==> src/verilog/ldt_pkg.sv <==
// Purpose: constants and carrier types for the level alarm threshold logic
// Assumes: one sample clock, registers written through the internal serial-port register port
// Notes: offsets are the byte addresses of the serial control map
// Notes on behaviour
// - upper threshold: low byte plus nibble
// - lower threshold: low byte plus nibble
// - compare thresholds against corrected sample magnitude
// - dwell target: high byte above low
// - release alarm after dwell below lower
// - all threshold and dwell registers reset zero
// - detection runs only while enabled
// - force bit drives force value out
`default_nettype none
package ldt_pkg;
  localparam int ADDR_W = 8;
  localparam int REG_W = 8;
  localparam int SAMPLE_W = 12;
  localparam int DWELL_W = 16;

  localparam logic [7:0] CTRL_OFS = 8'h45;
  localparam logic [7:0] UPPER_LOW_OFS = 8'h47;
  localparam logic [7:0] UPPER_HIGH_OFS = 8'h48;
  localparam logic [7:0] LOWER_LOW_OFS = 8'h49;
  localparam logic [7:0] LOWER_HIGH_OFS = 8'h4A;
  localparam logic [7:0] DWELL_LOW_OFS = 8'h4B;
  localparam logic [7:0] DWELL_HIGH_OFS = 8'h4C;

  localparam int CTRL_ENABLE_BIT = 0;
  localparam int CTRL_FORCE_VALUE_BIT = 2;
  localparam int CTRL_FORCE_BIT = 3;
  localparam logic [7:0] CTRL_MASK = 8'h0D;
  localparam logic [7:0] NIBBLE_MASK = 8'h0F;
  localparam logic [7:0] REG_RESET = 8'h00;
  localparam logic [7:0] READ_UNMAPPED = 8'h00;

  typedef struct packed {
    logic valid;
    logic [SAMPLE_W-1:0] data;
  } ldt_sample_type;

  typedef struct packed {
    logic wr;
    logic rd;
    logic [ADDR_W-1:0] addr;
    logic [REG_W-1:0] wdata;
  } ldt_reg_req_type;

  typedef enum logic [1:0] {
    LDT_CLEAR = 2'b01,
    LDT_ALARM = 2'b10
  } ldt_state_type;
endpackage
`default_nettype wire

==> src/verilog/ldt_dwell_counter.sv <==
// Purpose: counts consecutive below-threshold samples against a target
// Assumes: clr and inc are never both needed; clr wins
// Notes: saturates at all ones so a huge target never wraps
`timescale 1ns/1ps
`default_nettype none
module ldt_dwell_counter #(
  parameter int WIDTH = 16
) (
  input wire logic clk,
  input wire logic rst_n,
  input wire logic clr,
  input wire logic inc,
  input wire logic [WIDTH-1:0] target,
  output logic done
);
  logic [WIDTH-1:0] count;
  logic [WIDTH-1:0] next_count;
  logic [WIDTH:0] bumped;

  if (WIDTH < 1) begin : g_width_check
    $error("ldt_dwell_counter: WIDTH must be at least 1");
  end

  always_comb begin
    bumped = {1'b0, count} + {{WIDTH{1'b0}}, 1'b1};
    // a zero target releases on the first quiet sample, like a target of one
    done = inc && (bumped >= {1'b0, target});
    next_count = count;
    if (clr || done) begin
      next_count = '0;
    end else if (inc && !bumped[WIDTH]) begin
      next_count = bumped[WIDTH-1:0];
    end
  end

  always_ff @(posedge clk or negedge rst_n) begin
    if (!rst_n) begin
      count <= '0;
    end else begin
      count <= next_count;
    end
  end
endmodule
`default_nettype wire

==> src/verilog/ldt_level_alarm.sv <==
// Purpose: level alarm on the corrected converter sample magnitude
// Assumes: samples and register requests are synchronous to CLK
// Notes: pin changes at the edge that takes the deciding sample
`timescale 1ns/1ps
`default_nettype none
module ldt_level_alarm #(
  parameter int SAMPLE_BITS = ldt_pkg::SAMPLE_W,
  parameter int DWELL_BITS = ldt_pkg::DWELL_W
) (
  input wire logic CLK,
  input wire logic RST_N,
  input wire ldt_pkg::ldt_sample_type SAMPLE,
  input wire ldt_pkg::ldt_reg_req_type REG,
  output logic [ldt_pkg::REG_W-1:0] REG_RDATA,
  output logic LEVEL_ALARM_OUT
);
  import ldt_pkg::*;

  if (SAMPLE_BITS != SAMPLE_W || DWELL_BITS != DWELL_W) begin : g_width_check
    $error("ldt_level_alarm: widths are fixed by the register layout");
  end

  logic [7:0] ctrl;
  logic [7:0] upper_threshold_low;
  logic [7:0] upper_threshold_high;
  logic [7:0] lower_threshold_low;
  logic [7:0] lower_threshold_high;
  logic [7:0] dwell_target_low;
  logic [7:0] dwell_target_high;
  logic [7:0] next_ctrl;
  logic [7:0] next_upper_threshold_low;
  logic [7:0] next_upper_threshold_high;
  logic [7:0] next_lower_threshold_low;
  logic [7:0] next_lower_threshold_high;
  logic [7:0] next_dwell_target_low;
  logic [7:0] next_dwell_target_high;
  logic [7:0] next_rdata;

  ldt_state_type state;
  ldt_state_type next_state;
  logic next_pin;

  logic [SAMPLE_W-1:0] upper_threshold;
  logic [SAMPLE_W-1:0] lower_threshold;
  logic [DWELL_W-1:0] dwell_target;
  logic [SAMPLE_W-1:0] magnitude;
  logic enable;
  logic above_upper;
  logic below_lower;
  logic dwell_clr;
  logic dwell_inc;
  logic dwell_done;

  function automatic logic hit(input logic [ADDR_W-1:0] addr, input logic [7:0] ofs);
    hit = (addr == ofs);
  endfunction

  // two's complement magnitude; the most negative code gives 2048, which still fits
  function automatic logic [SAMPLE_W-1:0] magnitude_of(input logic [SAMPLE_W-1:0] s);
    logic [SAMPLE_W-1:0] neg;
    neg = '0;
    neg = ~s + {{(SAMPLE_W-1){1'b0}}, 1'b1};
    magnitude_of = s[SAMPLE_W-1] ? neg : s;
  endfunction

  assign upper_threshold = {upper_threshold_high[3:0], upper_threshold_low};
  assign lower_threshold = {lower_threshold_high[3:0], lower_threshold_low};
  assign dwell_target = {dwell_target_high, dwell_target_low};
  assign enable = ctrl[CTRL_ENABLE_BIT];

  always_comb begin
    magnitude = magnitude_of(SAMPLE.data);
    above_upper = magnitude > upper_threshold;
    below_lower = magnitude < lower_threshold;
  end

  always_comb begin
    next_ctrl = ctrl;
    next_upper_threshold_low = upper_threshold_low;
    next_upper_threshold_high = upper_threshold_high;
    next_lower_threshold_low = lower_threshold_low;
    next_lower_threshold_high = lower_threshold_high;
    next_dwell_target_low = dwell_target_low;
    next_dwell_target_high = dwell_target_high;
    if (REG.wr) begin
      if (hit(REG.addr, CTRL_OFS)) begin
        next_ctrl = REG.wdata & CTRL_MASK;
      end
      if (hit(REG.addr, UPPER_LOW_OFS)) begin
        next_upper_threshold_low = REG.wdata;
      end
      if (hit(REG.addr, UPPER_HIGH_OFS)) begin
        next_upper_threshold_high = REG.wdata & NIBBLE_MASK;
      end
      if (hit(REG.addr, LOWER_LOW_OFS)) begin
        next_lower_threshold_low = REG.wdata;
      end
      if (hit(REG.addr, LOWER_HIGH_OFS)) begin
        next_lower_threshold_high = REG.wdata & NIBBLE_MASK;
      end
      if (hit(REG.addr, DWELL_LOW_OFS)) begin
        next_dwell_target_low = REG.wdata;
      end
      if (hit(REG.addr, DWELL_HIGH_OFS)) begin
        next_dwell_target_high = REG.wdata;
      end
    end
  end

  always_comb begin
    next_rdata = REG_RDATA;
    if (REG.rd) begin
      case (REG.addr)
        CTRL_OFS: begin
          next_rdata = ctrl;
        end
        UPPER_LOW_OFS: begin
          next_rdata = upper_threshold_low;
        end
        UPPER_HIGH_OFS: begin
          next_rdata = upper_threshold_high;
        end
        LOWER_LOW_OFS: begin
          next_rdata = lower_threshold_low;
        end
        LOWER_HIGH_OFS: begin
          next_rdata = lower_threshold_high;
        end
        DWELL_LOW_OFS: begin
          next_rdata = dwell_target_low;
        end
        DWELL_HIGH_OFS: begin
          next_rdata = dwell_target_high;
        end
        default: begin
          next_rdata = READ_UNMAPPED;
        end
      endcase
    end
  end

  always_ff @(posedge CLK or negedge RST_N) begin
    if (!RST_N) begin
      ctrl <= REG_RESET;
      upper_threshold_low <= REG_RESET;
      upper_threshold_high <= REG_RESET;
      lower_threshold_low <= REG_RESET;
      lower_threshold_high <= REG_RESET;
      dwell_target_low <= REG_RESET;
      dwell_target_high <= REG_RESET;
      REG_RDATA <= REG_RESET;
    end else begin
      ctrl <= next_ctrl;
      upper_threshold_low <= next_upper_threshold_low;
      upper_threshold_high <= next_upper_threshold_high;
      lower_threshold_low <= next_lower_threshold_low;
      lower_threshold_high <= next_lower_threshold_high;
      dwell_target_low <= next_dwell_target_low;
      dwell_target_high <= next_dwell_target_high;
      REG_RDATA <= next_rdata;
    end
  end

  always_comb begin
    next_state = state;
    dwell_clr = 1'b0;
    dwell_inc = 1'b0;
    if (!enable) begin
      next_state = LDT_CLEAR;
      dwell_clr = 1'b1;
    end else if (SAMPLE.valid) begin
      case (state)
        LDT_CLEAR: begin
          dwell_clr = 1'b1;
          if (above_upper) begin
            next_state = LDT_ALARM;
          end
        end
        LDT_ALARM: begin
          if (!below_lower) begin
            dwell_clr = 1'b1;
          end else begin
            dwell_inc = 1'b1;
          end
          if (dwell_done) begin
            next_state = LDT_CLEAR;
          end
        end
        default: begin
          next_state = LDT_CLEAR;
          dwell_clr = 1'b1;
        end
      endcase
    end
    if (ctrl[CTRL_FORCE_BIT]) begin
      next_pin = ctrl[CTRL_FORCE_VALUE_BIT];
    end else begin
      next_pin = (next_state == LDT_ALARM);
    end
  end

  always_ff @(posedge CLK or negedge RST_N) begin
    if (!RST_N) begin
      state <= LDT_CLEAR;
      LEVEL_ALARM_OUT <= 1'b0;
    end else begin
      state <= next_state;
      LEVEL_ALARM_OUT <= next_pin;
    end
  end

  ldt_dwell_counter #(
    .WIDTH(DWELL_W)
  ) u_dwell (
    .clk(CLK),
    .rst_n(RST_N),
    .clr(dwell_clr),
    .inc(dwell_inc),
    .target(dwell_target),
    .done(dwell_done)
  );
endmodule
`default_nettype wire

==> config.mk <==
export PLATFORM = sky130hd
export DESIGN_NAME = ldt_level_alarm
export DESIGN_NICKNAME = d
export VERILOG_FILES = /design/src/verilog/ldt_pkg.sv /design/src/verilog/ldt_dwell_counter.sv /design/src/verilog/ldt_level_alarm.sv
export SDC_FILE = /design/constraint.sdc
export NUM_CORES = 1
export LEC_CHECK = 0
export ABC_AREA = 1
export BUFFER_PORTS_ARGS = -buffer_cell sky130_fd_sc_hd__buf_2
export CAP_MARGIN = 20
export CORE_MARGIN = 2
export CORE_UTILIZATION = 50
export DETAILED_ROUTE_END_ITERATION = 10
export GPL_ROUTABILITY_DRIVEN = 0
export GPL_TIMING_DRIVEN = 0
export PLACE_DENSITY = 0.69
export SLEW_MARGIN = 10
export SYNTH_ARGS = -nofsm -noshare
export SYNTH_HDL_FRONTEND = slang
export SYNTH_SLANG_ARGS = --single-unit
==> constraint.sdc <==
create_clock -name CLK -period 3.1 [get_ports CLK]
set_input_delay 0.775 -clock CLK [delete_from_list [all_inputs] [get_ports CLK]]
set_output_delay 0.775 -clock CLK [all_outputs]
set_load 0.1 [all_outputs]
; Word level (Yosys, flattened, before mapping)
; Index checks and enable logic that the tools add are counted.
[totals]
register_bits = 70
output_inout_bits = 9
[op_classes]
bitwise = 1
add_sub_neg = 2
reduce_logical = 12
n_mux = 18
order_cmp = 3
eq_ne = 10
[op_table]
columns = op, count
row1 = "8-bit by 7-bit == test with 1-bit output, second input constant", 7
row2 = 8-bit case mux with 7 select lines, 1
row3 = 16-bit two-way mux, 2
row4 = "16-bit by 1-bit adder with 17-bit output, second input constant", 1
row5 = 17-bit by 16-bit >= comparator with 1-bit output, 1
row6 = 2-bit AND reduction, 7
row7 = "12-bit by 1-bit adder with 12-bit output, second input constant", 1
row8 = 12-bit > comparator, 1
row9 = 12-bit less-than comparator, 1
row10 = 12-bit two-way mux, 1
row11 = 12-bit NOT, 1
row12 = 1-bit two-way mux, 9
row13 = 2-bit two-way mux, 4
row14 = "2-bit == test, second input constant", 2
row15 = 2-bit case mux with 2 select lines, 1
row16 = "2-bit by 1-bit == test with 1-bit output, second input constant", 1
row17 = 1-bit logical AND, 2
row18 = 2-bit nonzero test, 1
row19 = 1-bit logical NOT, 1
row20 = 1-bit logical OR, 1

; Longest topological paths before layout
[depth]
ltp_word = 15
depth_mapped = 23

; Modules after synthesis
; Synthesis repeated with hierarchy kept, for this count alone.
[hier_totals]
hier_cells = 656
area_unflattened_um2 = 4943.5
[by_module_without_submodules]
columns = mod, cells_each, area_each_um2, instances
row1 = ldt_level_alarm, 422, 3357.0, 1
row2 = ldt_dwell_counter, 234, 1586.5, 1

; Worst setup path before layout
; No wires, ideal clock.
[synth_path]
path_kind = input to register
startpoint = input port SAMPLE[1] (netlist bit)
endpoint = register u_dwell.count[6]
cell_stages = 15
n_path_buf = 1
setup_ps = 77
required_time_ps = 3023
arrival_time_ps = 2867
path_slack_ps = 156
cell_sequence = nor3_1 nand4_1 o21ai_0 xnor2_1 ha_1 a21oi_1 o21ai_0 nor2_1 nand2_1 nor2_2 nand2_2 inv_2 buf_6 nand2_1 a21oi_1
[synth_between]
elab_chain_len = 11
elab_cells_between_ends = 17
classes_between = add/sub (1) / order compare (1) / mux (10) / bitwise (1) / reduce/logical (4)
[synth_rtl]
columns = element, line
row1 = start: declaration, ldt_level_alarm.sv:12  ; input wire ldt_pkg::ldt_sample_type SAMPLE,
row2 = 12-bit NOT, ldt_level_alarm.sv:62  ; neg = ~s + {{(SAMPLE_W-1){1'b0}}, 1'b1};
row3 = 12-bit by 1-bit adder with 12-bit output, ldt_level_alarm.sv:62
row4 = 12-bit two-way mux *, ldt_level_alarm.sv:63  ; magnitude_of = s[SAMPLE_W-1] ? neg : s;
row5 = 12-bit less-than comparator *, ldt_level_alarm.sv:74  ; below_lower = magnitude < lower_threshold;
row6 = 1-bit two-way mux, ldt_level_alarm.sv:180  ; if (!below_lower) begin
row7 = 1-bit two-way mux, ldt_level_alarm.sv:172  ; case (state)
row8 = 1-bit two-way mux, ldt_level_alarm.sv:171  ; end else if (SAMPLE.valid) begin
row9 = 1-bit two-way mux, ldt_level_alarm.sv:168  ; if (!enable) begin
row10 = 1-bit logical AND, ldt_dwell_counter.sv:27  ; done = inc && (bumped >= {1'b0, target});
row11 = 1-bit logical OR, ldt_dwell_counter.sv:29  ; if (clr || done) begin
row12 = 16-bit two-way mux / 2-bit nonzero test (equally long branches), --
row13 = end signal: assignment, ldt_dwell_counter.sv:40  ; count <= next_count;
row14 = end: declaration, ldt_dwell_counter.sv:16  ; logic [WIDTH-1:0] count;
; Every way passes the cells marked *; elsewhere a longest branch is shown, timed or not.
; A chain may end at the register's enable or synchronous reset.

; Final worst setup path
[layout_path]
startpoint = input port SAMPLE[1] (netlist bit)
endpoint = register u_dwell.count[5]
; Same word-level chain as after synthesis.

==> metrics.md <==
| Metric | Value |
|---|---|
| Largest delay share family, worst path | `simple AND/OR/NAND/NOR gates` |
| Relative slew margins | `67.6%` |
| Slew @ Worst Pin | `0.489 ns` |
| Vias per cell | `5.37` |
| Routed WL per cell | `15.2 um` |
| Clk_lat worst skew | `0.36 ns` |
| Clock sinks | `70` |
| Die area | `10100 sq um` |
| Multi-input logic area | `2540 sq um` |
| Worst-case reg-to-reg path depth | `17` |
| Aggregate global routing overflow | `0` |
| Mean Syn Cell Area | `7.52 sq um` |
| CP Launch Type | `input port` |
| IO Pins | `42` |
| Layout net count | `761` |
| Net Count, Synth | `695` |
| Status | `complete, no violations` |
| Die X | `100 um` |
| Final setup fails | `0` |
| Initial Util | `50.9%` |
| Clk pin slew, worst setup/hold paths | `0.09 ns` |
| Psw | `0.590 mW` |
| Post-Place Setup Slack | `-0.535 ns` |
| Predominant post-synthesis flop cell | `dfrtp_1` |
| Initial antenna violation count | `0` |
| Cell mode on critical path | `nand2_1` |
| CP Depth | `21` |
| FFs w/ async S/R, synth | `100%` |
| Library cells used by synthesis | `36` |
| Final setup margin | `0.161 ns` |
| Clock network power share | `39.6%` |
| Synth Warn # | `0` |
| Clk_skew | `0.0108 ns` |
| Drt initial violations | `225` |
| Crit Path Category | `in -> reg` |
| Post-Route WL | `12200 um` |
| Number of synthesized flops with an enable pin | `0` |
| GRT Util Overall | `25.1%` |
| HP Class | `in -> async` |
| Post-synthesis instance area | `4650 sq um` |
| CTS Buf Count | `9` |
| Fmax | `0.340 GHz` |
| P per Cell Area | `385 nW/um^2` |
| Endpoint class of the critical path | `flop` |
| FF+latch area | `1750 sq um` |
| Maximum VDD drop | `0.000182 V` |
| Buffers on Ports | `41` |
| Total negative slack | `0 ns` |
| Die height | `100 um` |
| Via count | `4304` |
| Net Sw Frac | `28.1%` |
| Critical Path AT | `3.22 ns` |
| Post-DP HPWL | `9530 um` |
| DRC | `0` |
| Gate count of the mapped netlist | `619` |
| Synth Register Bits | `70` |
| Final Slew Violations | `0` |
| First-pass GRT wire length | `19600 um` |
| Row count | `35` |
| Worst Path Max Fanout | `10` |
| Highest-delay cell along the critical path | `ha_1` |
| Seq/Total Area, Yosys | `37.7%` |
| Ant diodes | `0` |
| # Max-Cap Violations | `0` |
| Total internal power | `1.51 mW` |
| Static leakage | `2.69 nW` |
| Crit path buf inv count | `3` |
| Max Root-Sink Buffers | `2` |
| Final Hold Vio Count | `0` |
| Worst-path cell chain | `buf_2 -> inv_1 -> ha_2 -> nand2_1 -> nor2_2 -> nand2_1 -> nand2_1 -> o21ai_1 -> xor2_1 -> ha_1 -> nand4_1 -> nor2_1 -> nand2_1 -> nand2_2 -> nor2_4 -> nand2_2 -> nand2_2 -> nor2_4 -> buf_6 -> o21ai_1 -> a21oi_2` |
| WP data required | `3.38 ns` |
| Max incr delay on CP | `0.30 ns` |
| DRT Pass-1 Iters | `7` |
| Register share of total power | `45.8%` |
| Part of the cycle the worst path needs | `94.8%` |
| H-tree Lvls | `3` |
| Fillers | `858` |
| TritonCTS clock tree | `done` |
| Total core area | `9150 sq um` |
| Layout cells sized above 1 | `16.1%` |
| Antenna-violating nets left | `0` |
| Fin crit period | `2.94 ns` |
| Root buf cell | `clkbuf_8` |
| Number of global-route vias before repair | `4144` |
| Largest net degree at the start of global routing | `53` |
| Area grow syn2layout | `17.0%` |
| Logic pwr share | `14.6%` |
[power by group through the flow]
| stage | clock network, mW | registers [mW] | logic (mW) |
|---|---|---|---|
| 6_report | 0.832 | 0.961 | 0.306 |
| 5_1_grt | 0.879 | 0.964 | 0.353 |
| 4_1_cts | 0.843 | 0.960 | 0.301 |
| 3_5_place_dp | 0 | 0.978 | 0.296 |
| 3_3_place_gp | 0 | 0.977 | 0.277 |
| 2_1_floorplan | 0 | 0.973 | 0.184 |
[area by class of cell]
class,instances,area share [%]
clock buffer,9,2.28
tap,111,2.55
clock inverter,7,1.79
inverter,110,7.63
sequential,70,32.2
timing repair buffer,55,6.11
multi-input combinational,433,46.7
buffer,6,0.689
[worst paths after layout]
path	to	slack [ns]	startpoint
max	u_dwell.count[5]	0.16	SAMPLE[1]
min	REG_RDATA[0]	0.29	RST_N
max reg2reg	u_dwell.count[5]	0.19	u_dwell.count[2]
min reg2reg	REG_RDATA[5]	0.49	REG_RDATA[5]
max in group asynchronous	state[0]	2.21	RST_N
min in group CLK	REG_RDATA[5]	0.49	REG_RDATA[5]
[cell families after synthesis]
group / count (synthesis) / synth area share (%)
buffers and inverters: 116 / 9.68
and+or+nand+nor: 247 / 22.9
xor gates and xnor gates: 22 / 4.14
DFF: 70 / 37.7
AOI/OAI and AO/OA: 121 / 14.0
adders and majority gates: 43 / 11.6
[routing by layer]
layer	global-route usage, %	vias to the layer above	wire [um]
li1	-	2128	-
met1	32.0	2044	5380
met2	43.6	116	6090
met3	3.40	16	450
met4	9.27	0	239
met5	0	-	0
[sequential cells by signal (all words and copies together) (netlist names)]
register and cells:
u_dwell.count 16, upper_threshold_low 8, ctrl 3, dwell_target_low 8, state 2, LEVEL_ALARM_OUT 1, REG_RDATA 8, lower_threshold_low 8
lower_threshold_high 4, upper_threshold_high 4, dwell_target_high 8
[repair_timing]
| action | 4_1_cts | 5_1_grt |
|---|---|---|
| hold buffers | 0 | 0 |
| resized for setup | 8 | 19 |
| hold endpoints to repair | 0 | 0 |
| pin swaps | 5 | 15 |
| setup buffers | 1 | 12 |
| setup endpoints to repair | 14 | 19 |
[worst register-to-register path: cells and delay by family (launching register included)]
kind,cells,cell delay [ns]
DFF,1,0.43
adders and majority gates,1,0.29
xor gates and xnor gates,1,0.24
and+or+nand+nor,11,1.33
AOI/OAI and AO/OA,2,0.18
buffers and inverters,2,0.38
[synth_stat cells, types with 2 or more instances]
master,number,area share [%]
a221oi_1,2,0.38
a21oi_2,2,0.38
nand2_2,5,0.67
nand4_1,8,1.1
xnor2_1,3,0.56
nand2_1,164,13
a21o_1,2,0.32
nor3_2,2,0.43
dfrtp_1,69,37
o21ai_0,62,6.7
nor2_1,28,2.3
buf_6,2,0.48
inv_1,108,8.7
clkbuf_1,4,0.32
o21ai_1,9,0.97
o221ai_1,2,0.38
nor2_2,3,0.40
nor2_4,3,0.73
nand3_1,19,2.0
ha_1,43,12
o22ai_1,9,1.2
a21oi_1,29,3.1
xor2_1,19,3.6
nor3_1,10,1.1
[placed cells by master, fill, tap and decap left out, types with 2 or more instances in the layout]
master,synthesis,layout
clkbuf_1,4,4
dfrtp_1,69,69
o221ai_1,2,2
buf_6,2,2
o21ai_1,9,13
inv_1,108,107
nor3_1,10,7
clkbuf_8,0,9
nand3_2,1,3
buf_4,0,14
nor2_2,3,3
nand2_4,1,2
ha_1,43,41
nand3_1,19,17
a221oi_1,2,2
nor3_2,2,5
ha_2,0,2
o21ai_0,62,58
clkinvlp_4,0,2
xnor2_1,3,3
bufinv_16,0,2
a21oi_1,29,27
nand4_1,8,8
a21oi_2,2,4
nand2_2,5,6
nand2_1,164,162
o22ai_1,9,9
a21o_1,2,2
buf_2,0,40
nor2_4,3,6
xor2_1,19,17
nor2_1,28,25
xor2_2,0,2
[per-stage QoR]
stage	total power, mW	cell area, sq um	util, %	hold slack (ns)	std cells
finish	2.10	5440	59.5	0.289	801
global route	2.20	5440	59.5	0.299	801
floorplan	1.16	4650	-	0.453	619
global placement	1.25	5000	54.6	0.459	771
CTS	2.10	5280	57.7	0.285	789
detailed placement	1.27	5030	54.9	0.461	772
(Power assumes the default switching activity.)
